### src/rtl/can_rate_pkg.sv
// Functional notes
// On the open protocol every node runs one common rate and keeps its own.
// The installer picks the rate from bus length (1000/800/500/250 kHz).
// Only keyboards and the dip module offer 250 kHz; the other module never.
// The host takes no set rate; it finds it by probing the other nodes.
// On operator panels two switches select 1000, 800, 500 or 250 kHz.
// A changed rate switch takes effect only after a module reset.
// The module family without 250 kHz decodes codes to 1000/800/500/500.
// All dipswitches off at power-on enters config mode; top LEDs blink rate.
// In config mode stop/run/tx/rx LEDs mirror dipswitches one to four. The code blinks the stored rate pattern on them instead.
// With no valid stored rate only the tx LED blinks in config mode.
// Any dipswitch on at power-on skips config and latches the node address.
// Switches one and two give the rate; switches three to seven must be off.
// Switch eight stores the rate and lights its LEDs steadily (1 MHz: all).
// After saving the operator powers down and returns switch eight to off.
// The vendor protocol derives the rate from the bus length parameter.
// The stored rate code lives in non-volatile storage across power cycles.
package can_rate_pkg;

  localparam int CLK_HZ        = 100_000_000;
  localparam int BLINK_HALF_MS = 250;
  localparam int BLINK_CYC     = BLINK_HALF_MS * (CLK_HZ / 1000);
  localparam int SETTLE_CYC    = 4;

  localparam int ADDR_W = 4;
  localparam int DATA_W = 16;

  localparam logic [3:0] REG_CTRL   = 4'h0;
  localparam logic [3:0] REG_LENGTH = 4'h1;
  localparam logic [3:0] REG_STATUS = 4'h2;
  localparam logic [3:0] REG_RATE   = 4'h3;
  localparam logic [3:0] REG_NODE   = 4'h4;

  localparam int CTRL_VENDOR = 0;
  localparam logic [7:0] LENGTH_RST = 8'h14;

  typedef enum logic [1:0] {
    RATE_1000 = 2'h0,
    RATE_800  = 2'h1,
    RATE_500  = 2'h2,
    RATE_250  = 2'h3
  } rate_code_t;

  typedef enum logic [1:0] {
    VAR_PANEL = 2'h0,
    VAR_NO250 = 2'h1,
    VAR_DIP   = 2'h2,
    VAR_HOST  = 2'h3
  } variant_t;

  typedef enum logic [5:0] {
    ST_SETTLE = 6'h01,
    ST_CONFIG = 6'h02,
    ST_SAVED  = 6'h04,
    ST_RUN    = 6'h08,
    ST_PROBE  = 6'h10,
    ST_WAIT   = 6'h20
  } state_t;

  localparam logic [10:0] KHZ_1000 = 11'h3E8;
  localparam logic [10:0] KHZ_888  = 11'h378;
  localparam logic [10:0] KHZ_800  = 11'h320;
  localparam logic [10:0] KHZ_727  = 11'h2D7;
  localparam logic [10:0] KHZ_666  = 11'h29A;
  localparam logic [10:0] KHZ_615  = 11'h267;
  localparam logic [10:0] KHZ_571  = 11'h23B;
  localparam logic [10:0] KHZ_533  = 11'h215;
  localparam logic [10:0] KHZ_500  = 11'h1F4;
  localparam logic [10:0] KHZ_480  = 11'h1E0;
  localparam logic [10:0] KHZ_430  = 11'h1AE;
  localparam logic [10:0] KHZ_400  = 11'h190;
  localparam logic [10:0] KHZ_250  = 11'h0FA;

  // Length steps in metres
  localparam logic [7:0] LEN_STEP  = 8'h0A;
  localparam logic [7:0] LEN_FIRST = 8'h14;
  localparam logic [7:0] LEN_LAST  = 8'h82;

  localparam logic [3:0] LED_1000 = 4'hF;
  localparam logic [3:0] LED_800  = 4'h1;
  localparam logic [3:0] LED_500  = 4'h2;
  localparam logic [3:0] LED_250  = 4'h3;
  localparam logic [3:0] LED_NONE = 4'h4;

endpackage

### src/rtl/can_bitrate_config_selector.sv
`timescale 1ns/1ps
module can_bitrate_config_selector #(
  parameter int BLINK_CYCLES = can_rate_pkg::BLINK_CYC
) (
  input  wire logic        clk,                      // 100 MHz clock
  input  wire logic        rst,                      // Async reset
  input  wire logic [1:0]  variant_strap,            // Node family pins
  input  wire logic [7:0]  dip_sw,                   // Dipswitch pins
  input  wire logic [1:0]  open_proto_rate_switches, // Panel rate pins
  input  wire logic [1:0]  nv_code,                  // Stored rate code
  input  wire logic        nv_valid,                 // Stored code valid
  input  wire logic        probe_ok,                 // Probe answered
  input  wire logic        probe_fail,               // Probe no answer
  input  wire logic [3:0]  addr,                     // Register address
  input  wire logic [15:0] wdata,                    // Write data
  input  wire logic        wr,                       // Write strobe
  input  wire logic        rd,                       // Read strobe
  output logic      [15:0] rdata,                    // Read data
  output logic      [1:0]  rate_code,                // Active rate code
  output logic      [10:0] rate_khz,                 // Active rate kHz
  output logic             rate_valid,               // Rate settled
  output logic      [7:0]  node_addr,                // Latched address
  output logic             addr_valid,               // Address latched
  output logic             cfg_mode,                 // In config mode
  output logic             led_stop,                 // Stop LED
  output logic             led_run,                  // Run LED
  output logic             led_tx,                   // Tx LED
  output logic             led_rx,                   // Rx LED
  output logic             nv_wr,                    // Store pulse
  output logic      [1:0]  nv_wr_code,               // Code to store
  output logic             probe_req,                // Probe pulse
  output logic      [1:0]  probe_code                // Rate under probe
);

  logic [1:0]  var_s;
  logic [7:0]  dip_s;
  logic [1:0]  rsw_s;
  can_rate_pkg::state_t   state;
  can_rate_pkg::variant_t variant;
  logic [2:0]  settle_cnt;
  logic [31:0] blink_cnt;
  logic        blink_ph;
  logic        sw8_prev;
  logic        stored_ok;
  logic [1:0]  stored_code;
  logic        cfg_error;
  logic        vendor;
  logic [7:0]  length;
  logic [10:0] next_vendor_khz;
  logic [3:0]  next_led;
  logic        save_go;

  sync_2ff #(.WIDTH(2)) u_sync_var (
    .clk (clk),
    .rst (rst),
    .d   (variant_strap),
    .q   (var_s)
  );

  sync_2ff #(.WIDTH(8)) u_sync_dip (
    .clk (clk),
    .rst (rst),
    .d   (dip_sw),
    .q   (dip_s)
  );

  sync_2ff #(.WIDTH(2)) u_sync_rsw (
    .clk (clk),
    .rst (rst),
    .d   (open_proto_rate_switches),
    .q   (rsw_s)
  );

  function automatic logic [10:0] code_khz(input logic [1:0] c);
    case (c)
      can_rate_pkg::RATE_1000: code_khz = can_rate_pkg::KHZ_1000;
      can_rate_pkg::RATE_800:  code_khz = can_rate_pkg::KHZ_800;
      can_rate_pkg::RATE_500:  code_khz = can_rate_pkg::KHZ_500;
      default:                 code_khz = can_rate_pkg::KHZ_250;
    endcase
  endfunction

  function automatic logic [3:0] code_led(input logic [1:0] c);
    case (c)
      can_rate_pkg::RATE_1000: code_led = can_rate_pkg::LED_1000;
      can_rate_pkg::RATE_800:  code_led = can_rate_pkg::LED_800;
      can_rate_pkg::RATE_500:  code_led = can_rate_pkg::LED_500;
      default:                 code_led = can_rate_pkg::LED_250;
    endcase
  endfunction

  // family without the slow rate
  function automatic logic [1:0] limit_code(input logic [1:0] c);
    // never run at 250 kHz
    if (c == can_rate_pkg::RATE_250) begin
      limit_code = can_rate_pkg::RATE_500;
    end else begin
      limit_code = c;
    end
  endfunction

  // length to vendor rate, rounded up to the next step
  always_comb begin
    next_vendor_khz = can_rate_pkg::KHZ_250;
    if (length <= can_rate_pkg::LEN_FIRST) begin
      next_vendor_khz = can_rate_pkg::KHZ_1000;
    end else if (length <= 8'(can_rate_pkg::LEN_FIRST
                              + can_rate_pkg::LEN_STEP)) begin
      next_vendor_khz = can_rate_pkg::KHZ_888;
    end else if (length <= 8'(can_rate_pkg::LEN_FIRST
                              + 2 * can_rate_pkg::LEN_STEP)) begin
      next_vendor_khz = can_rate_pkg::KHZ_800;
    end else if (length <= 8'(can_rate_pkg::LEN_FIRST
                              + 3 * can_rate_pkg::LEN_STEP)) begin
      next_vendor_khz = can_rate_pkg::KHZ_727;
    end else if (length <= 8'(can_rate_pkg::LEN_FIRST
                              + 4 * can_rate_pkg::LEN_STEP)) begin
      next_vendor_khz = can_rate_pkg::KHZ_666;
    end else if (length <= 8'(can_rate_pkg::LEN_FIRST
                              + 5 * can_rate_pkg::LEN_STEP)) begin
      next_vendor_khz = can_rate_pkg::KHZ_615;
    end else if (length <= 8'(can_rate_pkg::LEN_FIRST
                              + 6 * can_rate_pkg::LEN_STEP)) begin
      next_vendor_khz = can_rate_pkg::KHZ_571;
    end else if (length <= 8'(can_rate_pkg::LEN_FIRST
                              + 7 * can_rate_pkg::LEN_STEP)) begin
      next_vendor_khz = can_rate_pkg::KHZ_533;
    end else if (length <= 8'(can_rate_pkg::LEN_FIRST
                              + 8 * can_rate_pkg::LEN_STEP)) begin
      next_vendor_khz = can_rate_pkg::KHZ_500;
    end else if (length <= 8'(can_rate_pkg::LEN_FIRST
                              + 9 * can_rate_pkg::LEN_STEP)) begin
      next_vendor_khz = can_rate_pkg::KHZ_480;
    end else if (length <= 8'(can_rate_pkg::LEN_LAST
                              - can_rate_pkg::LEN_STEP)) begin
      next_vendor_khz = can_rate_pkg::KHZ_430;
    end else if (length <= can_rate_pkg::LEN_LAST) begin
      next_vendor_khz = can_rate_pkg::KHZ_400;
    end
  end

  // save needs switches three to seven off
  assign save_go = dip_s[7] && !sw8_prev && (dip_s[6:2] == 5'h00);

  // Settle counter lets the synchronisers fill before sampling
  always_ff @(posedge clk or posedge rst) begin
    if (rst) begin
      settle_cnt <= '0;
    end else if (state == can_rate_pkg::ST_SETTLE) begin
      settle_cnt <= settle_cnt + 3'h1;
    end
  end

  always_ff @(posedge clk or posedge rst) begin
    if (rst) begin
      sw8_prev <= 1'b1;
    end else begin
      sw8_prev <= dip_s[7];
    end
  end

  // rate switches are sampled only once after reset release
  always_ff @(posedge clk or posedge rst) begin
    if (rst) begin
      state       <= can_rate_pkg::ST_SETTLE;
      variant     <= can_rate_pkg::VAR_PANEL;
      node_addr   <= '0;
      addr_valid  <= 1'b0;
      cfg_mode    <= 1'b0;
      stored_ok   <= 1'b0;
      stored_code <= can_rate_pkg::RATE_1000;
      cfg_error   <= 1'b0;
      nv_wr       <= 1'b0;
      nv_wr_code  <= can_rate_pkg::RATE_1000;
      probe_req   <= 1'b0;
      probe_code  <= can_rate_pkg::RATE_1000;
      rate_code   <= can_rate_pkg::RATE_1000;
      rate_valid  <= 1'b0;
    end else begin
      nv_wr     <= 1'b0;
      probe_req <= 1'b0;
      case (state)
        can_rate_pkg::ST_SETTLE: begin
          if (settle_cnt == 3'(can_rate_pkg::SETTLE_CYC - 1)) begin
            variant     <= can_rate_pkg::variant_t'(var_s);
            // stored code read back at power-on
            stored_ok   <= nv_valid;
            stored_code <= nv_code;
            case (can_rate_pkg::variant_t'(var_s))
              can_rate_pkg::VAR_PANEL: begin
                // panel switches pick one of four rates
                rate_code  <= rsw_s;
                rate_valid <= 1'b1;
                state      <= can_rate_pkg::ST_RUN;
              end
              can_rate_pkg::VAR_NO250: begin
                rate_code  <= limit_code(rsw_s);
                rate_valid <= 1'b1;
                state      <= can_rate_pkg::ST_RUN;
              end
              can_rate_pkg::VAR_DIP: begin
                if (dip_s == 8'h00) begin
                  // all off enters config mode
                  cfg_mode <= 1'b1;
                  state    <= can_rate_pkg::ST_CONFIG;
                end else begin
                  // pattern becomes node address
                  node_addr  <= dip_s;
                  addr_valid <= 1'b1;
                  // own rate from the stored code
                  rate_code  <= nv_valid ? nv_code
                                         : can_rate_pkg::RATE_1000;
                  rate_valid <= 1'b1;
                  state      <= can_rate_pkg::ST_RUN;
                end
              end
              default: begin
                // host probes the bus for its rate
                probe_code <= can_rate_pkg::RATE_1000;
                probe_req  <= 1'b1;
                state      <= can_rate_pkg::ST_PROBE;
              end
            endcase
          end
        end
        can_rate_pkg::ST_CONFIG: begin
          if (save_go) begin
            // store the selected rate
            stored_code <= dip_s[1:0];
            stored_ok   <= 1'b1;
            nv_wr       <= 1'b1;
            nv_wr_code  <= dip_s[1:0];
            cfg_error   <= 1'b0;
            state       <= can_rate_pkg::ST_SAVED;
          end else if (dip_s[7] && !sw8_prev) begin
            cfg_error <= 1'b1;
          end
        end
        can_rate_pkg::ST_PROBE: begin
          if (probe_ok) begin
            rate_code  <= probe_code;
            rate_valid <= 1'b1;
            state      <= can_rate_pkg::ST_RUN;
          end else if (probe_fail) begin
            // Wraps back to the top rate and keeps trying
            probe_code <= probe_code + 2'h1;
            state      <= can_rate_pkg::ST_WAIT;
          end
        end
        can_rate_pkg::ST_WAIT: begin
          probe_req <= 1'b1;
          state     <= can_rate_pkg::ST_PROBE;
        end
        can_rate_pkg::ST_SAVED: begin
          // stays here until power is removed
          state <= can_rate_pkg::ST_SAVED;
        end
        can_rate_pkg::ST_RUN: begin
          state <= can_rate_pkg::ST_RUN;
        end
        default: begin
          state <= can_rate_pkg::ST_SETTLE;
        end
      endcase
    end
  end

  // vendor protocol overrides the code-derived rate on the host
  always_ff @(posedge clk or posedge rst) begin
    if (rst) begin
      rate_khz <= can_rate_pkg::KHZ_1000;
    end else if (vendor && variant == can_rate_pkg::VAR_HOST) begin
      rate_khz <= next_vendor_khz;
    end else begin
      rate_khz <= code_khz(rate_code);
    end
  end

  always_ff @(posedge clk or posedge rst) begin
    if (rst) begin
      blink_cnt <= '0;
      blink_ph  <= 1'b0;
    end else if (blink_cnt == 32'(BLINK_CYCLES - 1)) begin
      blink_cnt <= '0;
      blink_ph  <= !blink_ph;
    end else begin
      blink_cnt <= blink_cnt + 32'h1;
    end
  end

  always_comb begin
    next_led = 4'h0;
    if (state == can_rate_pkg::ST_CONFIG) begin
      if (!stored_ok) begin
        // tx alone blinks when nothing is stored
        next_led = blink_ph ? can_rate_pkg::LED_NONE : 4'h0;
      end else begin
        // blink the stored rate
        next_led = blink_ph ? code_led(stored_code) : 4'h0;
      end
    end else if (state == can_rate_pkg::ST_SAVED) begin
      // steady after save
      next_led = code_led(stored_code);
    end
  end

  // asks for switches one to four; stop/run/tx/rx here follow next_led bits 0 to 3
  always_ff @(posedge clk or posedge rst) begin
    if (rst) begin
      led_stop <= 1'b0;
      led_run  <= 1'b0;
      led_tx   <= 1'b0;
      led_rx   <= 1'b0;
    end else begin
      led_stop <= next_led[0];
      led_run  <= next_led[1];
      led_tx   <= next_led[2];
      led_rx   <= next_led[3];
    end
  end

  always_ff @(posedge clk or posedge rst) begin
    if (rst) begin
      vendor <= 1'b0;
      length <= can_rate_pkg::LENGTH_RST;
    end else if (wr) begin
      if (addr == can_rate_pkg::REG_CTRL) begin
        vendor <= wdata[can_rate_pkg::CTRL_VENDOR];
      end
      if (addr == can_rate_pkg::REG_LENGTH) begin
        length <= wdata[7:0];
      end
    end
  end

  always_ff @(posedge clk or posedge rst) begin
    if (rst) begin
      rdata <= '0;
    end else if (rd) begin
      case (addr)
        can_rate_pkg::REG_CTRL:   rdata <= {15'h0000, vendor};
        can_rate_pkg::REG_LENGTH: rdata <= {8'h00, length};
        can_rate_pkg::REG_STATUS: rdata <= {4'h0, cfg_error, stored_ok,
                                            variant, 2'h0, state};
        can_rate_pkg::REG_RATE:   rdata <= {rate_valid, 2'h0, rate_code,
                                            rate_khz};
        can_rate_pkg::REG_NODE:   rdata <= {7'h00, addr_valid, node_addr};
        default:                  rdata <= '0;
      endcase
    end else begin
      rdata <= '0;
    end
  end

endmodule

### src/rtl/sync_2ff.sv
`timescale 1ns/1ps
module sync_2ff #(
  parameter int WIDTH = 1
) (
  input  wire logic             clk,   // System clock
  input  wire logic             rst,   // Async reset
  input  wire logic [WIDTH-1:0] d,     // Asynchronous level
  output logic      [WIDTH-1:0] q      // Synchronised level
);

  logic [WIDTH-1:0] meta;

  always_ff @(posedge clk or posedge rst) begin
    if (rst) begin
      meta <= '0;
      q    <= '0;
    end else begin
      meta <= d;
      q    <= meta;
    end
  end

endmodule
### config.mk
export PLATFORM = sky130hd
export DESIGN_NAME = can_bitrate_config_selector
export DESIGN_NICKNAME = d
export VERILOG_FILES = /design/src/rtl/can_rate_pkg.sv /design/src/rtl/can_bitrate_config_selector.sv /design/src/rtl/sync_2ff.sv
export SDC_FILE = /design/constraint.sdc
export NUM_CORES = 1
export LEC_CHECK = 0
export BUFFER_PORTS_ARGS = -buffer_cell sky130_fd_sc_hd__buf_2
export CAP_MARGIN = 15
export CELL_PAD_IN_SITES_DETAIL_PLACEMENT = 1
export CELL_PAD_IN_SITES_GLOBAL_PLACEMENT = 1
export CORE_MARGIN = 2
export CORE_UTILIZATION = 35
export DETAILED_ROUTE_END_ITERATION = 7
export PLACE_DENSITY_LB_ADDON = 0.1
export SYNTH_ARGS = -nofsm -noshare
export SYNTH_HDL_FRONTEND = slang
export SYNTH_SLANG_ARGS = --single-unit
### constraint.sdc
create_clock -name clk -period 8.9 [get_ports clk]
set_input_delay 0.445 -clock clk [delete_from_list [all_inputs] [get_ports clk]]
set_output_delay 0.445 -clock clk [all_outputs]
set_load 0.01 [all_outputs]
==> impl_metrics.env <==
export IMPL_status="complete, no violations"
export IMPL_wl_mm=16.4
export IMPL_seq_area_frac_synth_pct=53.2
export IMPL_start_util_pct=35.5
export IMPL_grt_pass1_vias=4882
export IMPL_rr_worst_depth=5
export IMPL_cts_setup_buffers=0
export IMPL_grt_overflow=0
export IMPL_cp_top_family="compound AO/OA/AOI/OAI gates"
export IMPL_antenna_found_initial=0
export IMPL_maxCapViolations=0
export IMPL_grtUsageMet1_pct=24.5
export IMPL_crit_path_cell_trace="or2_2 -> nor2_1 -> o22ai_1 -> a2111oi_0 -> a221o_1"
export IMPL_clk_pin_slew_ns=0.06
export IMPL_timing_critical_path_buf_inv=0
export IMPL_area_delta_synth_final_pct=19.4
export IMPL_irDropWorstVdd_mv=0.134
export IMPL_pin_count=91
export IMPL_clockRootBuffer="clkbuf_16"
export IMPL_grt_met2_usage_pct=30.9
export IMPL_diodes=0
export IMPL_nets=691
export IMPL_routabilityCongestion=0.820
export IMPL_p_leak_nw=3.27
export IMPL_rsz0062_at_grt="no"
export IMPL_grt_util_all_layers_pct=18.6
export IMPL_syn_cell_area_um2=6090
export IMPL_drive_gt1_share_pct=25.0
export IMPL_synth_edf_count=0
export IMPL_final_common_cell="dfrtp_1"
export IMPL_drt_first_pass_iters=4
export IMPL_powerDensity_nw_per_um2=264
export IMPL_drt_initial_drc_count=260
export IMPL_cp_depth=5
export IMPL_min_period_ns=2.13
export IMPL_cts_buffer_depth=2
export IMPL_numPortBuffers=79
export IMPL_timing_setup_tns_ns=0
export IMPL_worst_setup_path_end_kind="flip-flop"
export IMPL_cts_hold_buf=0
export IMPL_syn_instance_count=569
export IMPL_critPathLaunchType="flip-flop"
export IMPL_hp_class="in -> async"
export IMPL_grt_max_degree=77
export IMPL_crit_path_max_fanout=13
export IMPL_critical_path_class="reg -> reg"
export IMPL_relSlewSlack_pct=35.8
export IMPL_final_util_pct=42.4
export IMPL_num_rows=48
export IMPL_clock_latency_ns=0.42
export IMPL_gr_usage_met3_pct=3.28
export IMPL_crit_path_start="length[1]"
export IMPL_die_w_um=136
export IMPL_htree_levels=4
export IMPL_fin_skew_ns=0.00774
export IMPL_top_usage_layer="met2"
export IMPL_crit_end="rate_khz[2]"
export IMPL_cts_sinks=129
export IMPL_avgSynthCellArea_um2=10.7
export IMPL_fmax_mhz=469
export IMPL_wl_per_cell_um=18.7
export IMPL_critPathSlowestCell="a2111oi_0"
export IMPL_dp_hpwl_mm=11.9
export IMPL_critPathMaxStageDelay_ns=0.61
export IMPL_drcViolationCount=0
export IMPL_finalSetupViolations=0
export IMPL_via_per_inst=5.31
export IMPL_hold_slack_ns=0.129
export IMPL_finalHoldViolations=0
export IMPL_ys_ff_latch=129
export IMPL_period_share_pct=24.0
export IMPL_num_vias=4655
export IMPL_ys_types=75
export IMPL_fp_dieH_um=136
export IMPL_reg2reg_slack_ns=6.77
export IMPL_slew_violations=0
export IMPL_cts_resized_gates=0
export IMPL_cp_data_arrival_time_ns=2.48
export IMPL_cts_inserted_buffers=17
export IMPL_reg2reg_from="length[1]"
export IMPL_die_area_um2=18500
export IMPL_ys_flop_type="dfrtp_1"
export IMPL_yosys_warnings=0
export IMPL_ant_nets=0
export IMPL_cts_tree="done"
export IMPL_worst_pin_slew_ns=0.962
export IMPL_grt_pass1_wl_mm=26.5
export IMPL_layout_common_cells="dfrtp_1, buf_2, nor2_1, nand2_1, o21ai_0"
export IMPL_async_reset_ff_share_pct=100
export IMPL_required_ns=9.25
export IMPL_coreArea_um2=17200
export IMPL_timing_rr_end="rate_khz[2]"
==> how the worst min path moves through the flow <==
stage / from / end / slack, ns / depth (start not counted)
6_report: rst / u_sync_dip.meta[0] / 0.13 / 2
5_1_grt: open_proto_rate_switches[1] / u_sync_rsw.meta[1] / 0.11 / 1
4_1_cts: dip_sw[1] / u_sync_dip.meta[1] / 0.11 / 1
3_5_place_dp: u_sync_rsw.meta[0] / u_sync_rsw.q[0] / 0.34 / 0
3_3_place_gp: u_sync_dip.meta[6] / u_sync_dip.q[6] / 0.33 / 0
2_1_floorplan: u_sync_dip.meta[0] / u_sync_dip.q[0] / 0.33 / 0
==> routing by layer <==
metal  routed length (µm)  share of wire (%)
met1                 7530                 46
met2                 8060                 49
met3                  493                3.0
met4                  278                1.7
met5                    0                  0
==> cell families (layout without fill, tap and decap cells) <==
| family | after synthesis | after routing | synth area share [%] |
|---|---|---|---|
| multiplexers | 25 | 25 | 4.56 |
| XOR/XNOR | 26 | 26 | 3.74 |
| AO/OA/AOI/OAI | 114 | 114 | 12.8 |
| AND/OR/NAND/NOR | 215 | 215 | 19.8 |
| other | 1 | 3 | 0.0616 |
| flip-flops | 129 | 129 | 53.2 |
| buffers and inverters | 48 | 129 | 3.61 |
| adder cells (fa/ha/maj) | 11 | 11 | 2.26 |
==> synthesized netlist by cell type (4+ instances only) <==
| cell | n | area, µm² |
|---|---|---|
| nor4_1 | 10 | 62.6 |
| clkbuf_1 | 13 | 48.8 |
| or2_2 | 5 | 31.3 |
| buf_4 | 5 | 37.5 |
| dfrtp_1 | 119 | 2980 |
| nand4_1 | 8 | 50.1 |
| a22oi_1 | 11 | 82.6 |
| o22a_1 | 5 | 43.8 |
| nor2_1 | 47 | 176 |
| nor2b_1 | 5 | 31.3 |
| dfstp_2 | 10 | 263 |
| xnor2_1 | 13 | 114 |
| and3_1 | 8 | 50.1 |
| nor3_1 | 19 | 95.1 |
| a221oi_1 | 5 | 43.8 |
| and4_1 | 10 | 87.6 |
| a21oi_1 | 21 | 105 |
| mux2_2 | 21 | 236 |
| o21ai_0 | 29 | 145 |
| inv_1 | 17 | 63.8 |
| and2_1 | 5 | 31.3 |
| or4_1 | 4 | 30.0 |
| buf_2 | 11 | 55.1 |
| xor2_1 | 13 | 114 |
| o22ai_1 | 4 | 25.0 |
| nand3_1 | 27 | 135 |
| ha_1 | 11 | 138 |
| nand2_1 | 40 | 150 |
==> registers in the layout (all words and copies together) (netlist names), 2 cells and up <==
signal,cells
u_sync_rsw.meta,2
u_sync_dip.meta,8
length,8
rate_code,2
rate_khz,10
probe_code,2
settle_cnt,3
state,6
u_sync_dip.q,8
nv_wr_code,2
stored_code,2
blink_cnt,32
rdata,14
node_addr,8
variant,2
u_sync_var.meta,2
u_sync_var.q,2
u_sync_rsw.q,2
==> where the power goes <==
part | internal, mW | switching [mW]
combinational | 0.161 | 0.206
clock | 0.500 | 0.261
sequential | 0.679 | 0.113
total | 1.34 | 0.580
==> area by class of cell <==
class / count / area, µm²
clock buffer: 24 / 492
clock inverter: 8 / 153
fill: 1894 / 9900
inverter: 17 / 66.3
multi-input combinational: 394 / 2640
sequential: 129 / 3240
tap: 225 / 282
timing repair buffer: 80 / 403
==> per-stage QoR <==
| stage | setup WS [ns] | std cells | instance area [µm²] | total power, mW |
|---|---|---|---|---|
| global placement | 6.83 | 845 | 6630 | 1.16 |
| finish | 6.77 | 877 | 7270 | 1.92 |
| CTS | 6.76 | 877 | 7270 | 1.94 |
| floorplan | 5.03 | 571 | 6100 | 1.02 |
| global route | 6.64 | 877 | 7270 | 2.02 |
| detailed placement | 6.75 | 845 | 6630 | 1.17 |
Power figures use the tool's default switching activity.
